**src/spc_pkg.sv**
```systemverilog
// Shared constants and types for the serial port controller
package spc_pkg;

  // Register byte offsets on the APB
  localparam logic [7:0] SPC_OFS_CTRL = 8'h00;
  localparam logic [7:0] SPC_OFS_STAT = 8'h04;
  localparam logic [7:0] SPC_OFS_DATA = 8'h08;
  localparam logic [7:0] SPC_OFS_PORT = 8'h0c;

  // serial_control field positions
  localparam int SPC_CTL_RXIE = 7;
  localparam int SPC_CTL_MSTR = 5;
  localparam int SPC_CTL_POL = 4;
  localparam int SPC_CTL_PHA = 3;
  localparam int SPC_CTL_WOR = 2;
  localparam int SPC_CTL_EN = 1;
  localparam int SPC_CTL_TXIE = 0;

  // serial_status_and_control field positions
  localparam int SPC_ST_RXF = 7;
  localparam int SPC_ST_ERROR_IRQ_ENABLE = 6;
  localparam int SPC_ST_OVR = 5;
  localparam int SPC_ST_MODE_FAULT_FLAG = 4;
  localparam int SPC_ST_TXE = 3;
  localparam int SPC_ST_FDEN = 2;
  localparam int SPC_ST_RHI = 1;
  localparam int SPC_ST_RLO = 0;

  // Reset values of the two control registers
  localparam logic [7:0] SPC_CTRL_RST = 8'h28;
  localparam logic [7:0] SPC_STAT_RST = 8'h08;

  // Shared pin indices (port bit order)
  localparam int SPC_NPINS = 4;
  localparam int SPC_PIN_MISO = 0;
  localparam int SPC_PIN_MOSI = 1;
  localparam int SPC_PIN_SCK = 2;
  localparam int SPC_PIN_SS = 3;

  // Baud divisors for rate codes 00..11
  localparam logic [7:0] SPC_BD0 = 8'h02;
  localparam logic [7:0] SPC_BD1 = 8'h08;
  localparam logic [7:0] SPC_BD2 = 8'h20;
  localparam logic [7:0] SPC_BD3 = 8'h80;

  // Serial clock edges per byte: eight full cycles
  localparam logic [4:0] SPC_EDGES = 5'h10;

  // Transfer engine states, one-hot
  typedef enum logic [2:0] {
    SPC_IDLE = 3'b001,
    SPC_MRUN = 3'b010,
    SPC_SRUN = 3'b100
  } spc_xfer_t;

endpackage

```
**src/spc_core.sv**
```systemverilog
// Serial port controller: APB registers, pin control, transfer engine
`timescale 1ns/1ps
//
// Contract
// Slave drives data only when selected
// Deselected slave leaves data-out pin floating
// Enabled port owns direction of shared pins
// Master drives clock; slave takes it; 8 cycles
// Master shifts out and in together
// Phase 0 needs select toggled per byte
// Slave always uses select as input
// Deselected slave ignores all clock edges
// Select pin used by master only with detect
// Pin levels readable through port register
// Receive enable gates receive request; reset clears
// Master-select bit picks mode; resets to one
// Polarity sets idle clock level; reset clears
// Phase sets data timing; reset sets
// Wired-or makes pins open-drain, no pullups; code does so only for miso, mosi and sck, and only while enabled
// Enable bit; clearing it partially resets
// Transmit-empty set on load; gated request
// Receive-full set on load; two-step clear
// Error enable gates fault and overrun
// Overrun keeps old byte, drops new
// Overrun cleared by status then data read
// Mode fault on slave or master select
// Mode fault cleared by status then control write
// Rate code picks divisor 2, 8, 32, 128
// Bytes shift most significant bit first
// Status read arms the later clear
module spc_core
  import spc_pkg::*;
(
  input wire logic clk,
  input wire logic sys_rst,
  // APB slave
  input wire logic psel,
  input wire logic penable,
  input wire logic pwrite,
  input wire logic [7:0] paddr,
  input wire logic [31:0] pwdata,
  output logic [31:0] prdata,
  output logic pready,
  output logic pslverr,
  // Shared pins, index order miso, mosi, sck, ss
  input wire logic [3:0] pinIn,
  output logic [3:0] pinOut,
  output logic [3:0] pinOen,
  output logic pullupEn,
  // Interrupt requests to the CPU
  output logic rxIrq,
  output logic txIrq,
  output logic errIrq
);

  typedef struct packed {
    spc_xfer_t xfer;     // Engine state
    logic [7:0] ctrl;    // serial_control
    logic error_irq_enable;         // Error request enable
    logic fden;          // fault_detect_enable
    logic [1:0] rate;    // Rate select high/low
    logic rxFull;        // rx_full_flag
    logic ovr;           // overrun_flag
    logic mode_fault_flag;          // mode_fault_flag
    logic txEmpty;       // tx_empty_flag
    logic [7:0] txData;  // Transmit holding register
    logic [7:0] rxData;  // Receive data register
    logic [7:0] txSh;    // Outgoing shift register
    logic [7:0] rxSh;    // Incoming shift register
    logic outBit;        // Bit currently on the data-out pin
    logic sckLvl;        // Master serial clock level
    logic [4:0] edgeCnt; // Serial clock edges seen this byte
    logic armRx;         // Status read saw receive-full
    logic armOvr;        // Status read saw overrun
    logic armModf;       // Status read saw mode fault
    logic ssPrev;        // Select level last cycle
    logic sckPrev;       // Clock level last cycle
    logic [3:0] portOut; // General-purpose output data
    logic [3:0] portDir; // General-purpose direction, 1 = out
    logic [31:0] rdData; // Read data for the access phase
  } spc_core_state_t;

  spc_core_state_t s;
  spc_core_state_t next_s;

  logic [3:0] pinS;   // Synchronised pin levels
  logic tick;         // Master half-period tick
  logic en;           // Port enabled
  logic mstr;         // Master mode selected
  logic ssS;          // Synchronised select, active low
  logic sckS;         // Synchronised serial clock
  logic slaveSel;     // Enabled slave with select low
  logic ssUsed;       // Select pin belongs to the port
  logic accessDone;   // APB access phase completes
  logic setupRd;      // APB setup phase of a read

  // Pins arrive from outside the clock domain
  spc_sync #(.W(SPC_NPINS)) u_sync (
    .clk(clk),
    .sys_rst(sys_rst),
    .async(pinIn),
    .synced(pinS)
  );

  // Baud tick only while the master engine runs
  spc_rate #(.W(8)) u_rate (
    .clk(clk),
    .sys_rst(sys_rst),
    .run(s.xfer == SPC_MRUN),
    .rateSel(s.rate),
    .tick(tick)
  );

  assign en = s.ctrl[SPC_CTL_EN];
  assign mstr = s.ctrl[SPC_CTL_MSTR];
  assign ssS = pinS[SPC_PIN_SS];
  assign sckS = pinS[SPC_PIN_SCK];
  assign slaveSel = en && !mstr && !ssS;
  assign ssUsed = en && (!mstr || s.fden);
  assign accessDone = psel && penable;
  assign setupRd = psel && !penable && !pwrite;

  // Zero-wait slave: answer in the first access cycle
  assign pready = accessDone;
  assign pslverr = accessDone && (paddr[1:0] != 2'h0 ||
    (paddr != SPC_OFS_CTRL && paddr != SPC_OFS_STAT &&
     paddr != SPC_OFS_DATA && paddr != SPC_OFS_PORT));
  assign prdata = s.rdData;

  // Status register image as software sees it
  function automatic logic [7:0] statImage(spc_core_state_t v);
    logic [7:0] r;
    r = '0;
    r[SPC_ST_RXF] = v.rxFull;
    r[SPC_ST_ERROR_IRQ_ENABLE] = v.error_irq_enable;
    r[SPC_ST_OVR] = v.ovr;
    r[SPC_ST_MODE_FAULT_FLAG] = v.mode_fault_flag;
    r[SPC_ST_TXE] = v.txEmpty;
    r[SPC_ST_FDEN] = v.fden;
    r[SPC_ST_RHI] = v.rate[1];
    r[SPC_ST_RLO] = v.rate[0];
    return r;
  endfunction

  // Requests; receive ignores enable, transmit needs it
  assign rxIrq = s.ctrl[SPC_CTL_RXIE] && s.rxFull;
  assign txIrq = s.ctrl[SPC_CTL_TXIE] && s.txEmpty && en;
  assign errIrq = s.error_irq_enable && (s.mode_fault_flag || s.ovr);

  // Register access first, then the engine, so flag sets win
  always_comb begin
    logic capture;
    logic inBit;
    capture = 1'b0;
    inBit = 1'b0;
    next_s = s;
    next_s.ssPrev = ssS;
    next_s.sckPrev = sckS;

    // Read data is captured in setup so it leaves a flop
    if (setupRd) begin
      case (paddr)
        SPC_OFS_CTRL: next_s.rdData = {24'h0, s.ctrl};
        SPC_OFS_STAT: next_s.rdData = {24'h0, statImage(s)};
        SPC_OFS_DATA: next_s.rdData = {24'h0, s.rxData};
        SPC_OFS_PORT: next_s.rdData = {20'h0, pinS, s.portDir,
                                       s.portOut};
        default: next_s.rdData = '0;
      endcase
    end

    // Side effects happen when the access completes
    if (accessDone && !pwrite) begin
      if (paddr == SPC_OFS_STAT) begin
        // Remember which flags the CPU has seen set
        next_s.armRx = s.rdData[SPC_ST_RXF];
        next_s.armOvr = s.rdData[SPC_ST_OVR];
        next_s.armModf = s.rdData[SPC_ST_MODE_FAULT_FLAG];
      end else if (paddr == SPC_OFS_DATA) begin
        // Second step of the receive and overrun clears
        if (s.armRx) begin
          next_s.rxFull = 1'b0;
        end
        if (s.armOvr) begin
          next_s.ovr = 1'b0;
        end
        next_s.armRx = 1'b0;
        next_s.armOvr = 1'b0;
      end
    end else if (accessDone && pwrite) begin
      case (paddr)
        SPC_OFS_CTRL: begin
          next_s.ctrl = pwdata[7:0];
          if (s.armModf) begin
            next_s.mode_fault_flag = 1'b0;
          end
          next_s.armModf = 1'b0;
        end
        SPC_OFS_STAT: begin
          // Only the control bits are writable here
          next_s.error_irq_enable = pwdata[SPC_ST_ERROR_IRQ_ENABLE];
          next_s.fden = pwdata[SPC_ST_FDEN];
          next_s.rate = {pwdata[SPC_ST_RHI], pwdata[SPC_ST_RLO]};
        end
        SPC_OFS_DATA: begin
          // A data write is the only clear of transmit-empty
          next_s.txData = pwdata[7:0];
          next_s.txEmpty = 1'b0;
        end
        SPC_OFS_PORT: begin
          next_s.portOut = pwdata[3:0];
          next_s.portDir = pwdata[7:4];
        end
        default: begin
          next_s.portOut = s.portOut;
        end
      endcase
    end

    // Transfer engine
    if (!next_s.ctrl[SPC_CTL_EN]) begin
      // Partial reset: abort, clear shifter, transmitter empty
      next_s.xfer = SPC_IDLE;
      next_s.txEmpty = 1'b1;
      next_s.txSh = '0;
      next_s.rxSh = '0;
      next_s.edgeCnt = '0;
      next_s.outBit = 1'b0;
      next_s.sckLvl = next_s.ctrl[SPC_CTL_POL];
    end else if (next_s.ctrl[SPC_CTL_MSTR]) begin
      // Master: an active select with detection is a fault
      if (s.fden && !ssS) begin
        next_s.mode_fault_flag = 1'b1;
        next_s.ctrl[SPC_CTL_EN] = 1'b0;
        next_s.xfer = SPC_IDLE;
        next_s.edgeCnt = '0;
        next_s.sckLvl = next_s.ctrl[SPC_CTL_POL];
      end else if (s.xfer != SPC_MRUN) begin
        next_s.xfer = SPC_IDLE;
        next_s.edgeCnt = '0;
        next_s.sckLvl = next_s.ctrl[SPC_CTL_POL];
        if (!next_s.txEmpty) begin
          // Move the byte into the shifter and start
          next_s.txSh = next_s.txData;
          next_s.txEmpty = 1'b1;
          next_s.xfer = SPC_MRUN;
          if (!next_s.ctrl[SPC_CTL_PHA]) begin
            // Phase 0 presents the first bit before any edge
            next_s.outBit = next_s.txSh[7];
            next_s.txSh = {next_s.txSh[6:0], 1'b0};
          end
        end
      end else if (tick) begin
        next_s.sckLvl = !s.sckLvl;
        capture = (s.edgeCnt[0] == next_s.ctrl[SPC_CTL_PHA]);
        inBit = pinS[SPC_PIN_MISO];
      end
    end else begin
      // Slave: deselect aborts and may flag a fault
      if (ssS) begin
        if (s.xfer == SPC_SRUN && s.fden) begin
          next_s.mode_fault_flag = 1'b1;
        end
        next_s.xfer = SPC_IDLE;
        next_s.edgeCnt = '0;
      end else if (s.xfer != SPC_SRUN) begin
        next_s.xfer = SPC_IDLE;
        // Phase 0 starts at select fall, phase 1 at first edge
        if ((!next_s.ctrl[SPC_CTL_PHA] && s.ssPrev) ||
            (next_s.ctrl[SPC_CTL_PHA] && sckS != s.sckPrev &&
             sckS != next_s.ctrl[SPC_CTL_POL])) begin
          next_s.xfer = SPC_SRUN;
          next_s.edgeCnt = '0;
          if (!next_s.txEmpty) begin
            next_s.txSh = next_s.txData;
            next_s.txEmpty = 1'b1;
          end
          next_s.outBit = next_s.txSh[7];
          next_s.txSh = {next_s.txSh[6:0], 1'b0};
          if (next_s.ctrl[SPC_CTL_PHA]) begin
            // This leading edge was the launch edge
            next_s.edgeCnt = 5'h01;
          end
        end
      end else if (sckS != s.sckPrev) begin
        capture = (s.edgeCnt[0] == next_s.ctrl[SPC_CTL_PHA]);
        inBit = pinS[SPC_PIN_MOSI];
      end
    end

    // Common edge handling for both running states
    if (next_s.xfer == s.xfer && s.xfer != SPC_IDLE &&
        next_s.ctrl[SPC_CTL_EN] &&
        ((s.xfer == SPC_MRUN && tick) ||
         (s.xfer == SPC_SRUN && !ssS && sckS != s.sckPrev))) begin
      if (capture) begin
        next_s.rxSh = {s.rxSh[6:0], inBit};
      end else begin
        next_s.outBit = next_s.txSh[7];
        next_s.txSh = {next_s.txSh[6:0], 1'b0};
      end
      next_s.edgeCnt = s.edgeCnt + 5'h01;
      if (next_s.edgeCnt == SPC_EDGES) begin
        // Byte complete after eight clock cycles
        next_s.xfer = SPC_IDLE;
        next_s.edgeCnt = '0;
        if (next_s.rxFull) begin
          next_s.ovr = 1'b1;
        end else begin
          next_s.rxData = next_s.rxSh;
          next_s.rxFull = 1'b1;
        end
      end
    end
  end

  // State register; reset restores every control bit
  always_ff @(posedge clk) begin
    if (sys_rst) begin
      s <= '0;
      s.xfer <= SPC_IDLE;
      s.ctrl <= SPC_CTRL_RST;
      s.txEmpty <= SPC_STAT_RST[SPC_ST_TXE];
      s.ssPrev <= 1'b1;
    end else begin
      s <= next_s;
    end
  end

  // Pin drive; enable low means the pin is driven
  always_comb begin
    logic wiredOr;
    wiredOr = s.ctrl[SPC_CTL_WOR];
    // Port default when the block does not own a pin
    for (int i = 0; i < SPC_NPINS; i++) begin
      pinOut[i] = s.portOut[i];
      pinOen[i] = !s.portDir[i];
    end
    if (en) begin
      // Direction of miso, mosi and sck follows the mode, not the port register
      if (mstr) begin
        pinOut[SPC_PIN_SCK] = s.sckLvl;
        pinOen[SPC_PIN_SCK] = 1'b0;
        pinOut[SPC_PIN_MOSI] = s.outBit;
        pinOen[SPC_PIN_MOSI] = 1'b0;
        pinOut[SPC_PIN_MISO] = 1'b0;
        pinOen[SPC_PIN_MISO] = 1'b1;
      end else begin
        pinOut[SPC_PIN_SCK] = 1'b0;
        pinOen[SPC_PIN_SCK] = 1'b1;
        pinOut[SPC_PIN_MOSI] = 1'b0;
        pinOen[SPC_PIN_MOSI] = 1'b1;
        pinOut[SPC_PIN_MISO] = s.outBit;
        pinOen[SPC_PIN_MISO] = !slaveSel;
      end
      if (ssUsed) begin
        pinOut[SPC_PIN_SS] = 1'b0;
        pinOen[SPC_PIN_SS] = 1'b1;
      end
      // Open-drain: pull low only, release for a one
      if (wiredOr) begin
        for (int i = 0; i < 3; i++) begin
          if (!pinOen[i] && pinOut[i]) begin
            pinOen[i] = 1'b1;
          end
          pinOut[i] = 1'b0;
        end
      end
    end
  end

  // Pullups go off in wired-or mode while the port is enabled
  assign pullupEn = !(en && s.ctrl[SPC_CTL_WOR]);
endmodule

```
**src/spc_rate.sv**
```systemverilog
// Master baud tick generator: one tick every divisor clocks
`timescale 1ns/1ps
module spc_rate
  import spc_pkg::*;
#(
  parameter int W = 8
) (
  input wire logic clk,
  input wire logic sys_rst,
  input wire logic run,
  input wire logic [1:0] rateSel,
  output logic tick
);

  typedef struct packed {
    logic [W-1:0] cnt; // Clocks since last serial clock edge
  } spc_rate_state_t;

  spc_rate_state_t s;
  spc_rate_state_t next_s;
  logic [W-1:0] bd; // Selected divisor

  // Divisor lookup; a tick is half a serial clock period
  always_comb begin
    case (rateSel)
      2'h0: bd = W'(SPC_BD0);
      2'h1: bd = W'(SPC_BD1);
      2'h2: bd = W'(SPC_BD2);
      default: bd = W'(SPC_BD3);
    endcase
  end

  assign tick = run && (s.cnt == bd - W'(1));

  // Counter restarts whenever the engine is not running
  always_comb begin
    next_s = s;
    if (!run || tick) begin
      next_s.cnt = '0;
    end else begin
      next_s.cnt = s.cnt + W'(1);
    end
  end

  // State register
  always_ff @(posedge clk) begin
    if (sys_rst) begin
      s <= '0;
    end else begin
      s <= next_s;
    end
  end
endmodule

```
**src/spc_sync.sv**
```systemverilog
// Two-flop synchroniser for asynchronous pin inputs
`timescale 1ns/1ps
module spc_sync
  import spc_pkg::*;
#(
  parameter int W = 4
) (
  input wire logic clk,
  input wire logic sys_rst,
  input wire logic [W-1:0] async,
  output logic [W-1:0] synced
);

  typedef struct packed {
    logic [W-1:0] meta; // First stage, read only by the second
    logic [W-1:0] sync; // Second stage, safe to use
  } spc_sync_state_t;

  spc_sync_state_t s;
  spc_sync_state_t next_s;

  // Shift the pin levels through both stages
  always_comb begin
    next_s.meta = async;
    next_s.sync = s.meta;
  end

  // State register
  always_ff @(posedge clk) begin
    if (sys_rst) begin
      s <= '0;
    end else begin
      s <= next_s;
    end
  end

  assign synced = s.sync;
endmodule

```
**config.mk**
```make
export PLATFORM = sky130hd
export DESIGN_NAME = spc_core
export DESIGN_NICKNAME = d
export VERILOG_FILES = /design/src/spc_pkg.sv /design/src/spc_core.sv /design/src/spc_rate.sv /design/src/spc_sync.sv
export SDC_FILE = /design/constraint.sdc
export NUM_CORES = 1
export LEC_CHECK = 0
export BUFFER_PORTS_ARGS = -buffer_cell sky130_fd_sc_hd__buf_2
export CAP_MARGIN = 40
export CORE_MARGIN = 1.5
export CORE_UTILIZATION = 40
export CTS_BUF_LIST = sky130_fd_sc_hd__clkbuf_16
export DETAILED_ROUTE_END_ITERATION = 6
export PLACE_DENSITY_LB_ADDON = 0.3
export REMOVE_ABC_BUFFERS = 1
export SETUP_SLACK_MARGIN = 0.02
export SLEW_MARGIN = 30
export SYNTH_ARGS = -nofsm -noshare
export SYNTH_HDL_FRONTEND = slang
export SYNTH_SLANG_ARGS = --single-unit
```
**constraint.sdc**
```tcl
create_clock -name clk -period 4.55 [get_ports clk]
set_input_delay 0.91 -clock clk [delete_from_list [all_inputs] [get_ports clk]]
set_output_delay 0.91 -clock clk [all_outputs]
set_load 0.01 [all_outputs]
```
==> flow_summary.ini, run 1 <==
[setup_path]
reg2reg_to = s[68]$_SDFFE_PP0P_
crit_buf_inv = 1
worstSetupStartpointType = input port
crit_fanout = 19
path_class = input port to flip-flop
worstPathRequired_ps = 4770
cpMostUsedCell = nor4_4
worst-r2r-cell-count = 10
worst_setup_path_end_kind = flip-flop
crit_path_max_incr_delay_ps = 660
worstPathCellList = buf_2 > nand4b_1 > nor4_4 > o211ai_4 > a22o_4 > nor4_4 > and2_1 > a311oi_1
arrival_ps = 3730
crit_slowest_cell = nor4_4
path_delay_family = simple AND/OR/NAND/NOR gates
ff2ff_setup_slack_ps = 1640
r2r-start = s[88]$_SDFFE_PP0P_

[route]
top_layer = met4
drc_errors = 0
route.vias.total = 4683
drt-met1-wl_um = 6840
via_per_inst = 5.64
first_pass_iters = 4
dr_wl_met2_um = 6530
wl_met3_um = 940
routed_wl_um = 14500
wl_per_cell_um = 17.5
drtIter0Drc = 328
antenna_left = 0

[clocking]
cts_tree = done
cts_sinks = 99
postCtsSetupRepairBufs = 0
clk_latency_ps = 360
cts_inserted_buffers = 9
cts-root-buf = clkbuf_16
cts_buffer_depth = 2
clk_pin_slew_worst_paths_ps = 70
ctsHoldBuffers = 0
cts.htree.levels = 3
cts_resized = 0

[power_and_ir_drop]
ir_drop_uv = 177
power.switching_uw = 406
p_per_area_nw_per_um2 = 278
seqPwrFrac = 0.524
comb_power_share = 0.048
p_leak_uw = 0.00234
switching_share = 0.243
p_clk_frac = 0.428
power_uw = 1670
intPower_uw = 1260

[timing]
maxSlewHeadroom = 0.507
period_share = 0.772
fmax_ghz = 0.285
hold_violations = 0
grt_setup_unrepaired = false
finalSetupTns_ps = 0
hold_ws_ps = 438
slew_violations = 0
finClkSkew_ps = 11.7
tightest_slew_ps = 730
setup_viol = 0
min_period_ps = 3510

[job]
drv_cap = 0

[min_path]
hold_path_depth = 1
min-delay-start = u_sync.next_s[2]$_SDFF_PP0_
min_to = u_sync.synced[2]$_SDFF_PP0_
hold_path.class = flip-flop to flip-flop

[synth]
yosysSeqAreaShare = 0.359
ys_types = 68
syn_area_per_cell_um2 = 8.77
synth_edf_count = 0
ys_warn_count = 0
synthCells = 629
async_flop_share = 0
syn_area_um2 = 5520
synth-main-ff-cell = dfxtp_1
ys_seq_elements = 99

[place]
place.gp.congestion = 0.915
hpwl_um = 10600
numPortBuffers = 50

[cells_and_area]
num-nets-final = 703
final_common_cell = dfxtp_1
syn2layout_area_growth_pct = 8.55
most-common-layout-cells = dfxtp_1 (99), nor2_1 (74), nand2_1 (55), buf_2 (49), mux2i_1 (42)
drive_gt1_frac = 0.179
antenna_cells = 0

[die]
row_count = 42
die_y_um = 120
core_um2 = 13300
start_util = 0.413
die-area_um2 = 14500
dieWidth_um = 120
pin_count = 95

[global_routing]
grt_pass1_wl_um = 23200
antenna_found_initial = 0
grt_usage = 0.207
grt_start_max_net_pins = 54
grt_pass1_vias = 4391
overflow = 0

[run_status]
status = finished, final reports clean
==> state kept, by name, summed over array words and instances (netlist names) <==
register	count
u_sync.synced	4
u_sync.next_s	4
u_rate.s	8
prdata	12
en	1
mstr	1
s	69
==> layout make-up <==
cell class                 instances  area, um^2
inverter                          11        41.3
fill                            1313        7360
timing repair buffer              61         335
clock inverter                     6        42.5
sequential                        99        1980
clock buffer                       9         225
tap                              176         220
multi-input combinational        468        3140
==> cells in the mapped netlist (all sizes together) (6+ instances only) <==
master / instances / area, um^2
a22oi: 16 / 120
nor2: 74 / 278
inv: 11 / 41.3
buf: 46 / 328
xor2: 6 / 52.6
and3: 8 / 50.1
and2: 13 / 81.3
mux2: 6 / 71.3
mux2i: 42 / 420
dfxtp: 99 / 1980
nand2: 55 / 206
clkbuf: 24 / 95.1
nand3: 17 / 85.1
nor2b: 14 / 87.6
nor3: 10 / 60.1
a211oi: 13 / 133
or3: 6 / 37.5
o22ai: 10 / 62.6
a21oi: 39 / 199
o21ai: 17 / 85.1
mux4: 8 / 180
a31oi: 6 / 37.5
nand2b: 10 / 62.6
nand4: 12 / 75.1
==> power groups by stage <==
stage	Sequential [uW]	Clock, uW	Combinational, uW
after global placement	893	0	77.4
after CTS	873	731	79.0
after global routing	874	767	86.9
after floorplan	892	0	32.4
after detailed placement	894	0	78.7
final	874	714	79.8
==> per-layer routing <==
layer,global-route usage,vias to the layer above
met5,0,-
met4,0.0640,0
met3,0.0458,14
met2,0.316,170
li1,-,2254
met1,0.290,2245
==> cell families after synthesis <==
family / count (synthesis) / synth area share
xor gates and xnor gates: 9 / 0.0143
muxes: 56 / 0.122
other: 1 / 0.000680
DFF: 99 / 0.359
AOI/OAI and AO/OA: 138 / 0.184
and+or+nand+nor: 241 / 0.226
buffers and inverters: 81 / 0.0842
adders and majority gates: 4 / 0.00907
==> worst max path at each step <==
stage | endpoint | slack, ps | start | cells after the start
2_1_floorplan | s[68]$_SDFFE_PP0P_ | 790 | paddr[7] | 7
3_3_place_gp | s[70]$_SDFFE_PP0P_ | 730 | paddr[2] | 8
3_5_place_dp | s[68]$_SDFFE_PP0P_ | 650 | paddr[2] | 8
4_1_cts | s[68]$_SDFFE_PP0P_ | 1030 | paddr[2] | 8
5_1_grt | s[64]$_SDFF_PP0_ | 820 | paddr[2] | 8
6_report | s[68]$_SDFFE_PP0P_ | 1040 | paddr[2] | 8
==> metrics by stage <==
stage               worst slack, ps  instances  cell area (um^2)   util
floorplan                       792        578              5160      -
detailed placement              650        815              5720  0.428
global route                    822        830              5990  0.449
finish                         1040        830              5990  0.449
global placement                725        815              5720  0.428
CTS                            1030        830              5990  0.449
Note: power is estimated with default switching activity, not from simulation.
==> run 2: changes to the inputs <==
Settings changed: ABC_AREA set to 1.
Clock period 4.55 ns to 2.9 ns, I/O delays scaled along.
==> run 2 against run 1 <==
Net effect:
- combinational power grew 63%
- clock skew shrank 3.0 ps
- sequential share of layout area shrank 1.0 points
- sequential cell count is the same
- register-to-register slack lost 1200 ps
- final cell count grew 24%
- global-route usage shrank 0.41 points
- die area grew 0.86%
- first-iteration DRC count grew 71%
- critical path type is now flip-flop to flip-flop
- largest cell class unchanged
- highest routed layer unchanged
==> flow_summary.ini, run 2 <==
[setup_path]
crit_slowest_cell = dfxtp_1
crit_path_max_incr_delay_ps = 350
worst_setup_path_end_kind = flip-flop
crit_buf_inv = 3
crit_fanout = 17
worstPathRequired_ps = 3160
cpMostUsedCell = nor2_1
arrival_ps = 2670
path_delay_family = simple AND/OR/NAND/NOR gates
path_class = flip-flop to flip-flop
worstPathCellList = nor2_1 > inv_1 > ha_1 > o21ai_0 > nor2_1 > nand2_1 > nor2_1 > buf_4 > nand4_4 > nand2_4 > nand3_4 > inv_2 > nand3_1 > nand2_1 > nor2_1
ff2ff_setup_slack_ps = 490
worstSetupStartpointType = flip-flop

[synth]
synth_top_cell_area_share = 0.356
synth.largest_area_cell = dfxtp_1
ys_warn_count = 0
syn_area_um2 = 5560
synthTopCellsByCount = nand2_1 (175), inv_1 (109), dfxtp_1 (99)
yosys-top-cells-area = dfxtp_1 (36%), nand2_1 (12%), inv_1 (7.4%), nand3_1 (6.4%), nor2_1 (5.9%)
yosysSeqAreaShare = 0.356
ys_seq_elements = 99
syn_area_per_cell_um2 = 6.85
synth-main-ff-cell = dfxtp_1
ys_types = 48
synthCells = 812
yosysMostFrequentCell = nand2_1
async_flop_share = 0
synth_edf_count = 0

[timing]
setup_slack_ps = 485
grt_setup_unrepaired = false
min_period_ps = 2410
maxSlewHeadroom = 0.515
hold_ws_ps = 401
finalSetupTns_ps = 0
setup_viol = 0
period_share = 0.833
slew_violations = 0
hold_violations = 0
tightest_slew_ps = 725
fmax_ghz = 0.414
finClkSkew_ps = 8.72

[cells_and_area]
top_register = s
fillCellCount = 1401
num-nets-final = 904
syn2layout_area_growth_pct = 11.0
most-common-layout-cells = nand2_1 (175), inv_1 (109), dfxtp_1 (99), nor2_1 (88), nand3_1 (71)
drive_gt1_frac = 0.143
largest_register_ffs = 69
final_common_cell = nand2_1
antenna_cells = 0
design_area_um2 = 6180

[clocking]
cts_sinks = 99
postCtsSetupRepairBufs = 0
clk_latency_ps = 360
clk_pin_slew_worst_paths_ps = 70
ctsHoldBuffers = 0
cts-root-buf = clkbuf_16
cts_tree = done
cts_resized = 0
cts_buffer_depth = 2
cts_inserted_buffers = 9
cts.htree.levels = 3

[die]
start_util = 0.415
dieWidth_um = 121
row_count = 42
pin_count = 95
die_y_um = 121
die-area_um2 = 14600
core_um2 = 13400

[route]
drtIter0Drc = 561
routed_wl_um = 14000
wl_per_cell_um = 13.6
first_pass_iters = 5
drc_errors = 0
route.vias.total = 5151
via_per_inst = 4.99
antenna_left = 0

[power_and_ir_drop]
power_uw = 2820
ir_drop_uv = 254
p_leak_uw = 0.00269
p_per_area_nw_per_um2 = 457

[global_routing]
grt_pass1_vias = 4596
antenna_found_initial = 0
grt_pass1_wl_um = 23100
grt_start_max_net_pins = 47
grt_usage = 0.202
overflow = 0

[min_path]
hold_path.class = flip-flop to flip-flop

[place]
place_area_um2 = 5850
pre_cts_slack_ps = 180
hpwl_um = 10400
numPortBuffers = 50
place.gp.congestion = 0.869

[job]
drv_cap = 0

[run_status]
status = finished, final reports clean
-- run 2: per-layer routing --
layer / vias to the layer above / track usage / share of wire
met4: 0 / 0.0706 / 0.014
met1: 2350 / 0.282 / 0.50
li1: 2645 / - / -
met2: 138 / 0.317 / 0.44
met3: 18 / 0.0315 / 0.049
met5: - / 0 / 0
-- run 2: final timing paths --
path,startpoint,endpoint,cells after the start
max,s[88]$_SDFFE_PP0P_,s[73]$_SDFFE_PP0P_,15
min,u_sync.next_s[0]$_SDFF_PP0_,u_sync.synced[0]$_SDFF_PP0_,2
max reg2reg,s[88]$_SDFFE_PP0P_,s[73]$_SDFFE_PP0P_,15
min reg2reg,u_sync.next_s[0]$_SDFF_PP0_,u_sync.synced[0]$_SDFF_PP0_,2
-- run 2: worst reg2reg max path: stages (launching register included) --
cell     delay (ps)
dfxtp_1         350
nor2_1          190
inv_1            70
ha_1            280
o21ai_0          80
nor2_1           90
nand2_1          50
nor2_1          100
buf_4           150
nand4_4         150
nand2_4         240
nand3_4         170
inv_2           170
nand3_1         110
nand2_1          70
nor2_1           50
-- run 2: cells by family after synthesis --
logic type / Yosys count / synth area share
buffers and inverters: 166 / 0.141
AND/OR/NAND/NOR: 400 / 0.337
adder cells (fa/ha/maj): 4 / 0.00900
XOR/XNOR: 6 / 0.0128
AO/OA/AOI/OAI: 136 / 0.143
flip-flops: 99 / 0.356
other: 1 / 0.000674
-- run 2: layout make-up --
type	count	area [um^2]	area share
inverters	111	417	0.0675
well taps	176	220	0.0357
clock buffers	9	225	0.0365
repair buffers	64	368	0.0596
multi-input cells	566	2870	0.464
clock inverters	7	96.3	0.0156
flip-flops and latches	99	1980	0.321
-- run 2: power breakdown --
| group | total [uW] | internal (uW) | switching (uW) |
|---|---|---|---|
| clock | 1320 | 763 | 559 |
| sequential | 1370 | 1370 | 5.09 |
| combinational | 130 | 36.3 | 93.6 |
| total | 2820 | 2170 | 657 |
-- run 2: stage by stage --
stage,util,cells
global route,0.461,1032
CTS,0.461,1032
detailed placement,0.437,1016
floorplan,-,776
global placement,0.437,1016
finish,0.461,1032
